### src/core/cpwm_map.svh
`ifndef CPWM_MAP_SVH
`define CPWM_MAP_SVH
// mode field encodings
`define CPWM_MODE_OFF        4'h0
`define CPWM_MODE_TOG_CLR    4'h1
`define CPWM_MODE_TOG        4'h2
`define CPWM_MODE_SET        4'h8
`define CPWM_MODE_CLR        4'h9
`define CPWM_MODE_PULSE      4'ha
`define CPWM_MODE_PULSE_CLR  4'hb
// pwm modes have both top bits set
`define CPWM_PWM_BITS        2'h3
// prescale select codes (1:1, 1:4, 1:16, 1:64)
`define CPWM_PS_1            2'h0
`define CPWM_PS_4            2'h1
`define CPWM_PS_16           2'h2
`define CPWM_PS_64           2'h3
// last system clock phase of the four-clock instruction cycle
`define CPWM_QUARTER         2'h3
`define CPWM_PS_ZERO         6'h00
`define CPWM_DUTY_ZERO       10'h000
`define CPWM_CNT_ZERO        8'h00
`endif

### src/core/cpwm_pkg.sv
package cpwm_pkg;
    // output action chosen by the mode field
    typedef enum logic [2:0] {
        CPWM_ACT_NONE,
        CPWM_ACT_TOGGLE,
        CPWM_ACT_SET,
        CPWM_ACT_CLEAR,
        CPWM_ACT_PULSE
    } cpwm_act_t;
endpackage : cpwm_pkg

### src/core/cpwm_timebase.sv
`timescale 1ns/1ps
`include "cpwm_map.svh"
module cpwm_timebase
    import cpwm_pkg::*;
(
    input  wire logic       mclk_i,
    input  wire logic       sys_rst_i,
    input  wire logic       run_i,
    input  wire logic       sleep_i,
    input  wire logic [1:0] prescale_sel_i,
    input  wire logic [7:0] period_limit_i,
    output logic      [7:0] count_o,
    output logic      [1:0] sub_o,
    output logic            wrap_o
);
    typedef struct packed {
        logic [1:0] phase;
        logic [5:0] ps;
        logic [7:0] cnt;
        logic       wrap;
    } cpwm_tb_state_t;

    cpwm_tb_state_t s_q;
    cpwm_tb_state_t s_d;
    logic [5:0]     ps_top;
    logic           inc;

    // prescale last value for the chosen ratio
    always_comb
    begin
        unique case (prescale_sel_i)
            `CPWM_PS_1:  ps_top = 6'h00;
            `CPWM_PS_4:  ps_top = 6'h03;
            `CPWM_PS_16: ps_top = 6'h0f;
            `CPWM_PS_64: ps_top = 6'h3f;
        endcase
    end

    // prescaler advances once per four system clocks
    always_comb
    begin
        s_d      = s_q;
        // a wrap seen just before sleep is held so the unit can act on it after wake
        if (!sleep_i)
            s_d.wrap = 1'b0;
        inc      = 1'b0;
        if (run_i && !sleep_i)
        begin
            s_d.phase = s_q.phase + 2'h1;
            if (s_q.phase == `CPWM_QUARTER)
            begin
                s_d.ps = (s_q.ps == ps_top) ? `CPWM_PS_ZERO : s_q.ps + 6'h01;
                inc    = (s_q.ps == ps_top);
            end
            // period from limit plus one, no postscale
            if (inc)
            begin
                if (s_q.cnt == period_limit_i)
                begin
                    s_d.cnt  = `CPWM_CNT_ZERO;
                    s_d.wrap = 1'b1;
                end
                else
                    s_d.cnt = s_q.cnt + 8'h01;
            end
        end
        else if (!run_i)
        begin
            s_d.phase = 2'h0;
            s_d.ps    = `CPWM_PS_ZERO;
        end
    end

    always_ff @(posedge mclk_i or posedge sys_rst_i)
    begin
        if (sys_rst_i)
            s_q <= '0;
        else
            s_q <= s_d;
    end

    // low two bits: clock phase at 1:1, else prescaler top bits
    assign count_o = s_q.cnt;
    assign sub_o   = (prescale_sel_i == `CPWM_PS_1) ? s_q.phase
                   : (prescale_sel_i == `CPWM_PS_4) ? s_q.ps[1:0]
                   : (prescale_sel_i == `CPWM_PS_16) ? s_q.ps[3:2] : s_q.ps[5:4];
    assign wrap_o  = s_q.wrap;
endmodule : cpwm_timebase

### src/core/cpwm_unit.sv
`timescale 1ns/1ps
`include "cpwm_map.svh"
module cpwm_unit
    import cpwm_pkg::*;
#(
    parameter int CMP_W = 16
)
(
    input  wire logic             mclk_i,
    input  wire logic             sys_rst_i,
    input  wire logic             unit_enable_i,
    input  wire logic [3:0]       mode_i,
    input  wire logic             value_alignment_select_i,
    input  wire logic [CMP_W-1:0] duty_compare_value_i,
    input  wire logic [CMP_W-1:0] compare_timer_i,
    input  wire logic             compare_timer_tick_i,
    input  wire logic [7:0]       period_limit_i,
    input  wire logic [1:0]       timer_prescale_select_i,
    input  wire logic             timer_run_enable_i,
    input  wire logic             sleep_i,
    input  wire logic             pin_direction_bit_i,
    input  wire logic             pin_in_i,
    output logic                  pin_out_o,
    output logic                  pin_oe_o,
    output logic                  unit_out_o,
    output logic                  unit_event_o,
    output logic                  compare_timer_clear_o,
    output logic                  timer_overflow_o,
    output logic [7:0]            period_timer_count_o,
    output logic [9:0]            duty_buffer_o
);
    typedef struct packed {
        logic       out;
        logic       pulse;
        logic       evt;
        logic       tclr;
        logic       ovf;
        logic       matched;
        logic [9:0] duty_buf;
        logic [1:0] pin_sync;
        logic       oe;
        logic       lvl;
    } cpwm_state_t;

    cpwm_state_t s_q;
    cpwm_state_t s_d;
    logic [7:0]  tb_cnt;
    logic [1:0]  tb_sub;
    logic        tb_wrap;
    logic [9:0]  duty_new;
    logic [9:0]  base;
    logic        pwm_mode;
    logic        cmp_hit;
    cpwm_act_t   act;

    // map mode code onto a compare action
    function automatic cpwm_act_t cpwm_decode(input logic [3:0] m);
        unique case (m)
            `CPWM_MODE_TOG_CLR, `CPWM_MODE_TOG:       return CPWM_ACT_TOGGLE;
            `CPWM_MODE_SET:                           return CPWM_ACT_SET;
            `CPWM_MODE_CLR:                           return CPWM_ACT_CLEAR;
            `CPWM_MODE_PULSE, `CPWM_MODE_PULSE_CLR:   return CPWM_ACT_PULSE;
            default:                                  return CPWM_ACT_NONE;
        endcase
    endfunction : cpwm_decode

    // true when the mode asks to clear the compare timer
    function automatic logic cpwm_clears(input logic [3:0] m);
        return (m == `CPWM_MODE_TOG_CLR) || (m == `CPWM_MODE_PULSE_CLR);
    endfunction : cpwm_clears

    cpwm_timebase u_timebase (
        .mclk_i         (mclk_i),
        .sys_rst_i      (sys_rst_i),
        .run_i          (timer_run_enable_i),
        .sleep_i        (sleep_i),
        .prescale_sel_i (timer_prescale_select_i),
        .period_limit_i (period_limit_i),
        .count_o        (tb_cnt),
        .sub_o          (tb_sub),
        .wrap_o         (tb_wrap)
    );

    // pick the ten duty bits by alignment
    assign duty_new = value_alignment_select_i ? duty_compare_value_i[15:6]
                                               : duty_compare_value_i[9:0];
    assign base     = {tb_cnt, tb_sub};
    assign pwm_mode = unit_enable_i && (mode_i[3:2] == `CPWM_PWM_BITS);
    assign act      = cpwm_decode(mode_i);
    // continuous sixteen-bit compare, acted on at a timer tick
    // compare tick comes from a synchronous timer
    assign cmp_hit  = unit_enable_i && !pwm_mode && (act != CPWM_ACT_NONE)
                      && compare_timer_tick_i && (compare_timer_i == duty_compare_value_i);

    // next state of the output latch and flags
    always_comb
    begin
        s_d          = s_q;
        s_d.evt      = 1'b0;
        s_d.tclr     = 1'b0;
        s_d.pulse    = 1'b0;
        s_d.ovf      = tb_wrap && !sleep_i; // one pulse per wrap, held wrap not repeated
        s_d.pin_sync = {s_q.pin_sync[0], pin_in_i};
        // pin driver follows direction bit, input after reset
        s_d.oe       = !pin_direction_bit_i;
        if (!unit_enable_i || mode_i == `CPWM_MODE_OFF)
        begin
            // disabling or zero mode forces latch low
            s_d.out     = 1'b0;
            s_d.matched = 1'b0;
        end
        else if (pwm_mode)
        begin
            if (!sleep_i)
            begin
                if (tb_wrap)
                begin
                    s_d.duty_buf = duty_new;
                    s_d.out      = (duty_new != `CPWM_DUTY_ZERO);
                    s_d.evt      = 1'b1;
                end
                // clear on time base match, or at the wrap when the new duty is zero
                else if (base == s_q.duty_buf)
                    s_d.out = 1'b0;
            end
        end
        else
        begin
            // compare acts only while its timer ticks
            // perform compare action, raise event flag
            if (cmp_hit)
            begin
                s_d.evt  = 1'b1;
                s_d.tclr = cpwm_clears(mode_i);
                unique case (act)
                    CPWM_ACT_TOGGLE: s_d.out = !s_q.out;
                    CPWM_ACT_SET:    s_d.out = 1'b1;
                    CPWM_ACT_CLEAR:  s_d.out = 1'b0;
                    CPWM_ACT_PULSE:  s_d.pulse = 1'b1;
                    CPWM_ACT_NONE:   s_d.out = s_q.out;
                endcase
            end
        end
        // registered output level so the ports come straight from a flop
        s_d.lvl = s_d.out | s_d.pulse;
    end

    always_ff @(posedge mclk_i or posedge sys_rst_i)
    begin
        if (sys_rst_i)
            s_q <= '0;
        else
            s_q <= s_d;
    end

    // unit output shared with peripherals and pin
    assign unit_out_o            = s_q.lvl;
    assign pin_out_o             = s_q.lvl;
    assign pin_oe_o              = s_q.oe;
    assign unit_event_o          = s_q.evt;
    assign compare_timer_clear_o = s_q.tclr;
    assign timer_overflow_o      = s_q.ovf;
    assign period_timer_count_o  = tb_cnt;
    assign duty_buffer_o         = s_q.duty_buf;
endmodule : cpwm_unit

### config.mk
export PLATFORM = sky130hd
export DESIGN_NAME = cpwm_unit
export DESIGN_NICKNAME = d
export VERILOG_FILES = /design/src/core/cpwm_pkg.sv /design/src/core/cpwm_timebase.sv /design/src/core/cpwm_unit.sv
export VERILOG_INCLUDE_DIRS = /design/src /design/src/core
export SDC_FILE = /design/constraint.sdc
export NUM_CORES = 1
export LEC_CHECK = 0
export BUFFER_PORTS_ARGS = -buffer_cell sky130_fd_sc_hd__buf_2
export CORE_MARGIN = 3
export CORE_UTILIZATION = 40
export CTS_CLUSTER_DIAMETER = 150
export DETAILED_ROUTE_END_ITERATION = 7
export PLACE_DENSITY = 0.68
export SYNTH_ARGS = -nofsm -noshare
export SYNTH_HDL_FRONTEND = slang
export SYNTH_SLANG_ARGS = --single-unit
### constraint.sdc
create_clock -name mclk_i -period 1.9 [get_ports mclk_i]
set_clock_uncertainty 0.05 [all_clocks]
set_input_delay 0.38 -clock mclk_i [delete_from_list [all_inputs] [get_ports mclk_i]]
set_output_delay 0.38 -clock mclk_i [all_outputs]
set_load 0.03 [all_outputs]
==> After elaboration in Yosys (flattened, before gate mapping) <==
Cells that the tools add are included.
{ "word_totals": {"reg_bits": 33, "wordCells": 92} }
{ "op_classes": {"add_sub_neg": 3, "n_eq_ne": 21, "muxes": 31, "bitwise_logic": 3, "n_reduce_logical": 23} }
{ "ops": {"columns": ["op", "n"], "rows": [
  ["two-way mux 8 bit", 3],
  ["case mux 6 bit (4 select lines)", 1],
  ["two-way mux 1 bit", 17],
  ["equality test 16 bit", 1],
  ["equality test 4 bit, second input constant", 4],
  ["two-way mux 6 bit", 2],
  ["case mux 3 bit (4 select lines)", 1],
  ["equality test 10 bit", 1],
  ["two-way mux 10 bit", 1],
  ["nonzero test 10 bit", 1],
  ["adder 8 x 1 -> 8 bit, second input constant", 1],
  ["equality test 2 bit, second input constant", 4],
  ["equality test 8 bit", 1],
  ["logical AND 1 bit", 7],
  ["adder 6 x 1 -> 6 bit, second input constant", 1],
  ["equality test 3 x 2 -> 1 bit, second input constant", 2],
  ["equality test 6 bit", 1],
  ["two-way mux 2 bit", 3],
  ["logical NOT 1 bit", 5],
  ["equality test 4 x 1 -> 1 bit, second input constant", 1],
  ["equality test 4 x 2 -> 1 bit, second input constant", 1],
  ["logical NOT 4 bit", 1],
  ["two-way mux 4 bit", 1],
  ["AND reduction 2 bit", 2],
  ["15 further kinds", 18]
]} }

==> Depth between registers and ports, before layout <==
{ "depth": {"depth_word": 11, "mapped_depth": 7, "ltp_nobuf": 7} }

==> Hierarchy <==
From an unflattened synthesis, not the netlist that was laid out.
{ "unflattened": {"cells_unflattened": 260, "hier_area_um2": 2394.8} }
{ "modules_own_cells": {"columns": ["module", "instances", "cells_each", "area_per_inst_um2", "seq_area_each_um2"], "rows": [
  ["cpwm_unit", 1, 140, 1275.0, 400.4],
  ["cpwm_timebase", 1, 120, 1119.8, 425.4]
]} }

==> Worst setup path before layout <==
No wires, ideal clock.
{ "synth_timing": {"path_kind": "reg-to-reg", "start": "reg u_timebase.s_q[9] (netlist bit)", "end": "reg u_timebase.s_q, in the netlist u_timebase.count_o[3]", "setup_ps": 92, "t_arrival_ps": 1679, "setup_slack_ps": 79, "path_stages_with_launch": 7, "n_path_buf": 1, "period_less_slack_ps": 1821, "cell_sequence": "dfrtp_1 -> or4_1 -> nand2_1 -> o211ai_1 -> or2_1 -> buf_6 -> o31ai_2"} }
{ "synth_between": {"elab_chain_len": 4} }
{ "synth_rtl": {"columns": ["element", "line", "source"], "rows": [
  ["from (decl)", "cpwm_timebase.sv:23", "cpwm_tb_state_t s_q;"],
  ["from (signal assigned)", "cpwm_timebase.sv:77", "s_q <= '0;"],
  ["from (signal assigned)", "cpwm_timebase.sv:79", "s_q <= s_d;"],
  ["equality test 6 bit", "cpwm_timebase.sv:53", "inc = (s_q.ps == ps_top);"],
  ["two-way mux 1 bit", "cpwm_timebase.sv:50", "if (s_q.phase == `CPWM_QUARTER)"],
  ["two-way mux 1 bit", "cpwm_timebase.sv:47", "if (run_i && !sleep_i)"],
  ["AND reduction 2 bit (no source line)", null, null]
]} }
No other way between the ends. The select of a mux whose other input is x is not followed.
A chain may end at the register's enable or synchronous reset.

==> run_summary.xml <==
<?xml version="1.0" encoding="UTF-8"?>
<metrics>
  <group name="finish">
    <metric name="finalNonFillerCells" unit="">408</metric>
    <metric name="finalNetCount" unit="">393</metric>
    <metric name="multi_input_area" unit="um^2">1330</metric>
    <metric name="syn_to_final_growth" unit="%">23.8</metric>
    <metric name="n_antenna_cell" unit="">0</metric>
    <metric name="drive_above_1_share" unit="%">33.6</metric>
    <metric name="regArea" unit="um^2">826</metric>
    <metric name="fill_cells" unit="">536</metric>
  </group>
  <group name="power_and_ir_drop">
    <metric name="vdd.ir_drop.worst" unit="mV">0.479</metric>
    <metric name="fin_total_pwr" unit="uW">1560</metric>
    <metric name="p_clk_share" unit="%">37.8</metric>
    <metric name="power.switching_fraction" unit="%">25.6</metric>
    <metric name="netSwitchingPower" unit="uW">399</metric>
    <metric name="comb_power_share" unit="%">16.0</metric>
    <metric name="power-per-cell-area" unit="nW/um^2">539</metric>
    <metric name="internal_power" unit="uW">1160</metric>
    <metric name="power_leakage" unit="uW">0.00145</metric>
    <metric name="p_seq_share" unit="%">46.1</metric>
  </group>
  <group name="critical_path">
    <metric name="cp.arrival" unit="ns">1.90</metric>
    <metric name="critical_path_peak_fanout" unit="">4</metric>
    <metric name="critPathCaptureType" unit="">register</metric>
    <metric name="number_of_cell_instances_on_the_worst_register_to_register_path" unit="">6</metric>
    <metric name="worst_ep_required_time" unit="ns">2.01</metric>
    <metric name="criticalPathCategory" unit="">register to register</metric>
    <metric name="timing.critical_path.from_type" unit="">register</metric>
  </group>
  <group name="drt">
    <metric name="antenna_left" unit="">0</metric>
    <metric name="via_count" unit="">2127</metric>
    <metric name="drt_first_iter_violations" unit="">139</metric>
    <metric name="totalWireLength" unit="um">5750</metric>
    <metric name="detail_route.drc_violations" unit="">0</metric>
    <metric name="drt-wirelength-per-cell" unit="um">14.1</metric>
    <metric name="vias_per_cell" unit="">5.21</metric>
    <metric name="first_drt_pass_iteration_count" unit="">5</metric>
  </group>
  <group name="synthesis">
    <metric name="synth_top_cell_by_area" unit="">dfrtp_1</metric>
    <metric name="synth-main-ff-cell" unit="">dfrtp_1</metric>
    <metric name="synth_area" unit="um^2">2340</metric>
    <metric name="synth_area_leaders" unit="">dfrtp_1, xnor2_1, buf_4, mux2i_1, nor2_1</metric>
    <metric name="synthesis.yosys.warnings" unit="">0</metric>
    <metric name="synth-seq-area-share" unit="%">35.3</metric>
    <metric name="postSynthRegisterBits" unit="">33</metric>
    <metric name="synthCells" unit="">260</metric>
    <metric name="synth-edff-count" unit="">0</metric>
    <metric name="synth_top_area_share" unit="%">35.3</metric>
    <metric name="syn-mean-instance-area" unit="um^2">8.99</metric>
    <metric name="async_reset_ff_share" unit="%">100</metric>
    <metric name="syn-num-nets" unit="">318</metric>
    <metric name="synth.lib_cells_used.distinct" unit="">42</metric>
  </group>
  <group name="grt">
    <metric name="wire_length_of_the_first_global_routing_pass" unit="um">8910</metric>
    <metric name="first_global_vias" unit="">1932</metric>
    <metric name="groute.usage.overall" unit="%">17.1</metric>
    <metric name="final_global_route_overflow_total" unit="">0</metric>
    <metric name="grt_antenna_before_repair" unit="">0</metric>
    <metric name="largest_net_degree_at_the_start_of_global_routing" unit="">34</metric>
  </group>
  <group name="clocking">
    <metric name="cts_made_buffers" unit="">5</metric>
    <metric name="cts_tree" unit="">done</metric>
    <metric name="cts_max_level" unit="">2</metric>
    <metric name="clk_path_buf_depth" unit="">2</metric>
    <metric name="clk_transition_reported_paths" unit="ns">0.07</metric>
    <metric name="clock-sinks" unit="">33</metric>
    <metric name="clock_insertion_delay_worst_skew" unit="ns">0.28</metric>
    <metric name="cts_root_buf" unit="">clkbuf_8</metric>
  </group>
  <group name="die">
    <metric name="start_util" unit="%">41.9</metric>
    <metric name="io-pin-count" unit="">79</metric>
    <metric name="die_height" unit="um">82.4</metric>
    <metric name="fp.dieArea" unit="um^2">6800</metric>
    <metric name="num_rows" unit="">27</metric>
    <metric name="fp.coreArea" unit="um^2">5570</metric>
    <metric name="floorplan.die.width" unit="um">82.4</metric>
  </group>
  <group name="outcome">
    <metric name="outcome" unit="">complete, no violations</metric>
  </group>
  <group name="placed_design">
    <metric name="io_buffer_count" unit="">77</metric>
    <metric name="place.detailed.hpwl" unit="um">4420</metric>
    <metric name="finalWeightedCongestion" unit="">0.872</metric>
    <metric name="place_inst" unit="">399</metric>
  </group>
  <group name="sta">
    <metric name="final-hold-violation-count" unit="">0</metric>
    <metric name="finalCriticalPeriod" unit="ns">1.79</metric>
    <metric name="fmax" unit="MHz">558</metric>
    <metric name="setup_viol" unit="">0</metric>
    <metric name="worst-slew-pin-transition" unit="ns">0.431</metric>
    <metric name="slew-limit-headroom" unit="%">71.3</metric>
    <metric name="report.final.slew_viol_count" unit="">0</metric>
    <metric name="hold_slack" unit="ns">0.126</metric>
    <metric name="share_of_the_cycle_needed_by_the_critical_path_after_routing" unit="%">94.4</metric>
    <metric name="rsz0062_at_grt" unit="">true</metric>
  </group>
  <group name="worst_hold_path">
    <metric name="hold_path_class" unit="">input port to asynchronous set/reset pin</metric>
  </group>
  <group name="run">
    <metric name="cap_viol_max_count" unit="">0</metric>
  </group>
</metrics>
==> what timing repair did <==
action | in CTS | in global routing
buffers inserted | 0 | 1
gates resized for setup | 0 | 5
endpoints found under the setup margin | 0 | 10
hold buffers | 0 | 0
endpoints found under the hold margin | 0 | 0
==> final timing paths <==
path                                      from  slack [ns]                  to
setup / recovery            u_timebase.s_q[11]        0.11           pin_out_o
hold / removal                       sys_rst_i        0.13            pin_oe_o
setup reg to reg            u_timebase.s_q[11]        0.11           pin_out_o
hold reg to reg               duty_buffer_o[8]        0.53    duty_buffer_o[8]
max in group asynchronous            sys_rst_i        1.36  u_timebase.s_q[16]
min in group mclk_i        pin_direction_bit_i        0.18            pin_oe_o
==> flip-flops by register name, summed over array words and instances, names as in the netlist <==
| name | flops |
|---|---|
| duty_buffer_o | 10 |
| u_timebase.count_o | 8 |
| u_timebase.s_q | 8 |
| compare_timer_clear_o | 1 |
| pin_oe_o | 1 |
| pin_out_o | 1 |
| s_q | 1 |
| timer_overflow_o | 1 |
| u_timebase.wrap_o | 1 |
| unit_event_o | 1 |
==> final cells by class <==
class	count	share of cell area [%]
clock buffers	7	3.33
clock inverters	1	0.173
inverters	5	0.649
multi-input cells	194	46.0
flip-flops and latches	33	28.5
well taps	72	3.11
repair buffers	96	18.2
==> cells by family (layout without fill, tap and decap cells) <==
| family | count (synthesis) | in the layout | share of synthesized area, % |
|---|---|---|---|
| muxes | 15 | 15 | 7.66 |
| DFF | 33 | 33 | 35.3 |
| and+or+nand+nor | 89 | 89 | 19.2 |
| AOI/OAI and AO/OA | 48 | 48 | 12.9 |
| adders and majority gates | 3 | 3 | 1.61 |
| xor gates and xnor gates | 39 | 39 | 14.6 |
| buffers and inverters | 33 | 109 | 8.73 |
==> power by group through the flow <==
stage / clock network (uW) / logic [uW] / registers [uW]
2_1_floorplan: 0 / 129 / 735
6_report: 590 / 250 / 720
4_1_cts: 607 / 249 / 720
3_3_place_gp: 0 / 242 / 733
3_5_place_dp: 0 / 247 / 733
5_1_grt: 640 / 278 / 721
==> layer usage <==
metal,routed length (um),up-vias,GRT usage [%]
met4,74,0,4.82
met3,259,11,3.47
met2,2830,59,27.8
met5,0,-,0
li1,-,1039,-
met1,2580,1018,22.9
==> critical path: stages (launching register included) <==
cell and delay, ns:
dfrtp_1 0.41, mux4_2 0.49, xor2_1 0.17, o41ai_2 0.27
nand3_1 0.12, nand2_1 0.09, o21ai_1 0.07
==> cell usage in the layout (no fill, tap or decap), drive strengths merged, types with 7 or more instances in the layout <==
master,n
dfrtp,33
nor2,23
nand3,10
a21oi,12
clkbuf,7
o21ai,23
xnor2,30
nand4,7
mux2i,13
nand2,18
xor2,9
buf,96
==> synthesized netlist by cell type, types with 2 or more instances <==
library cell  number
a21oi_1           12
nand2b_1           3
clkbuf_1           7
nor2_1            23
mux2i_1           13
or4_1              2
nor2b_1            3
and2_1             3
o31ai_2            3
xnor2_1           30
o21ai_0           10
nand2_1           18
inv_1              5
nand4_1            7
o21ai_1           13
xor2_1             9
nor3_1             4
nand3_1           10
ha_1               3
nor4_1             5
buf_4             19
a21o_1             2
and3_1             3
dfrtp_1           33
or3_1              2
o211ai_1           2
==> per-stage QoR <==
step	area, um^2	setup TNS (ns)	utilization (%)	setup WS [ns]
6_report	2890	0	51.9	0.107
5_1_grt	2890	-0.126	51.9	-0.0603
4_1_cts	2860	0	51.4	0.0111
3_5_place_dp	2760	-0.532	49.6	-0.110
3_3_place_gp	2760	-0.352	49.6	-0.0858
2_1_floorplan	2340	0	-	0.0789
(Power assumes the default switching activity.)
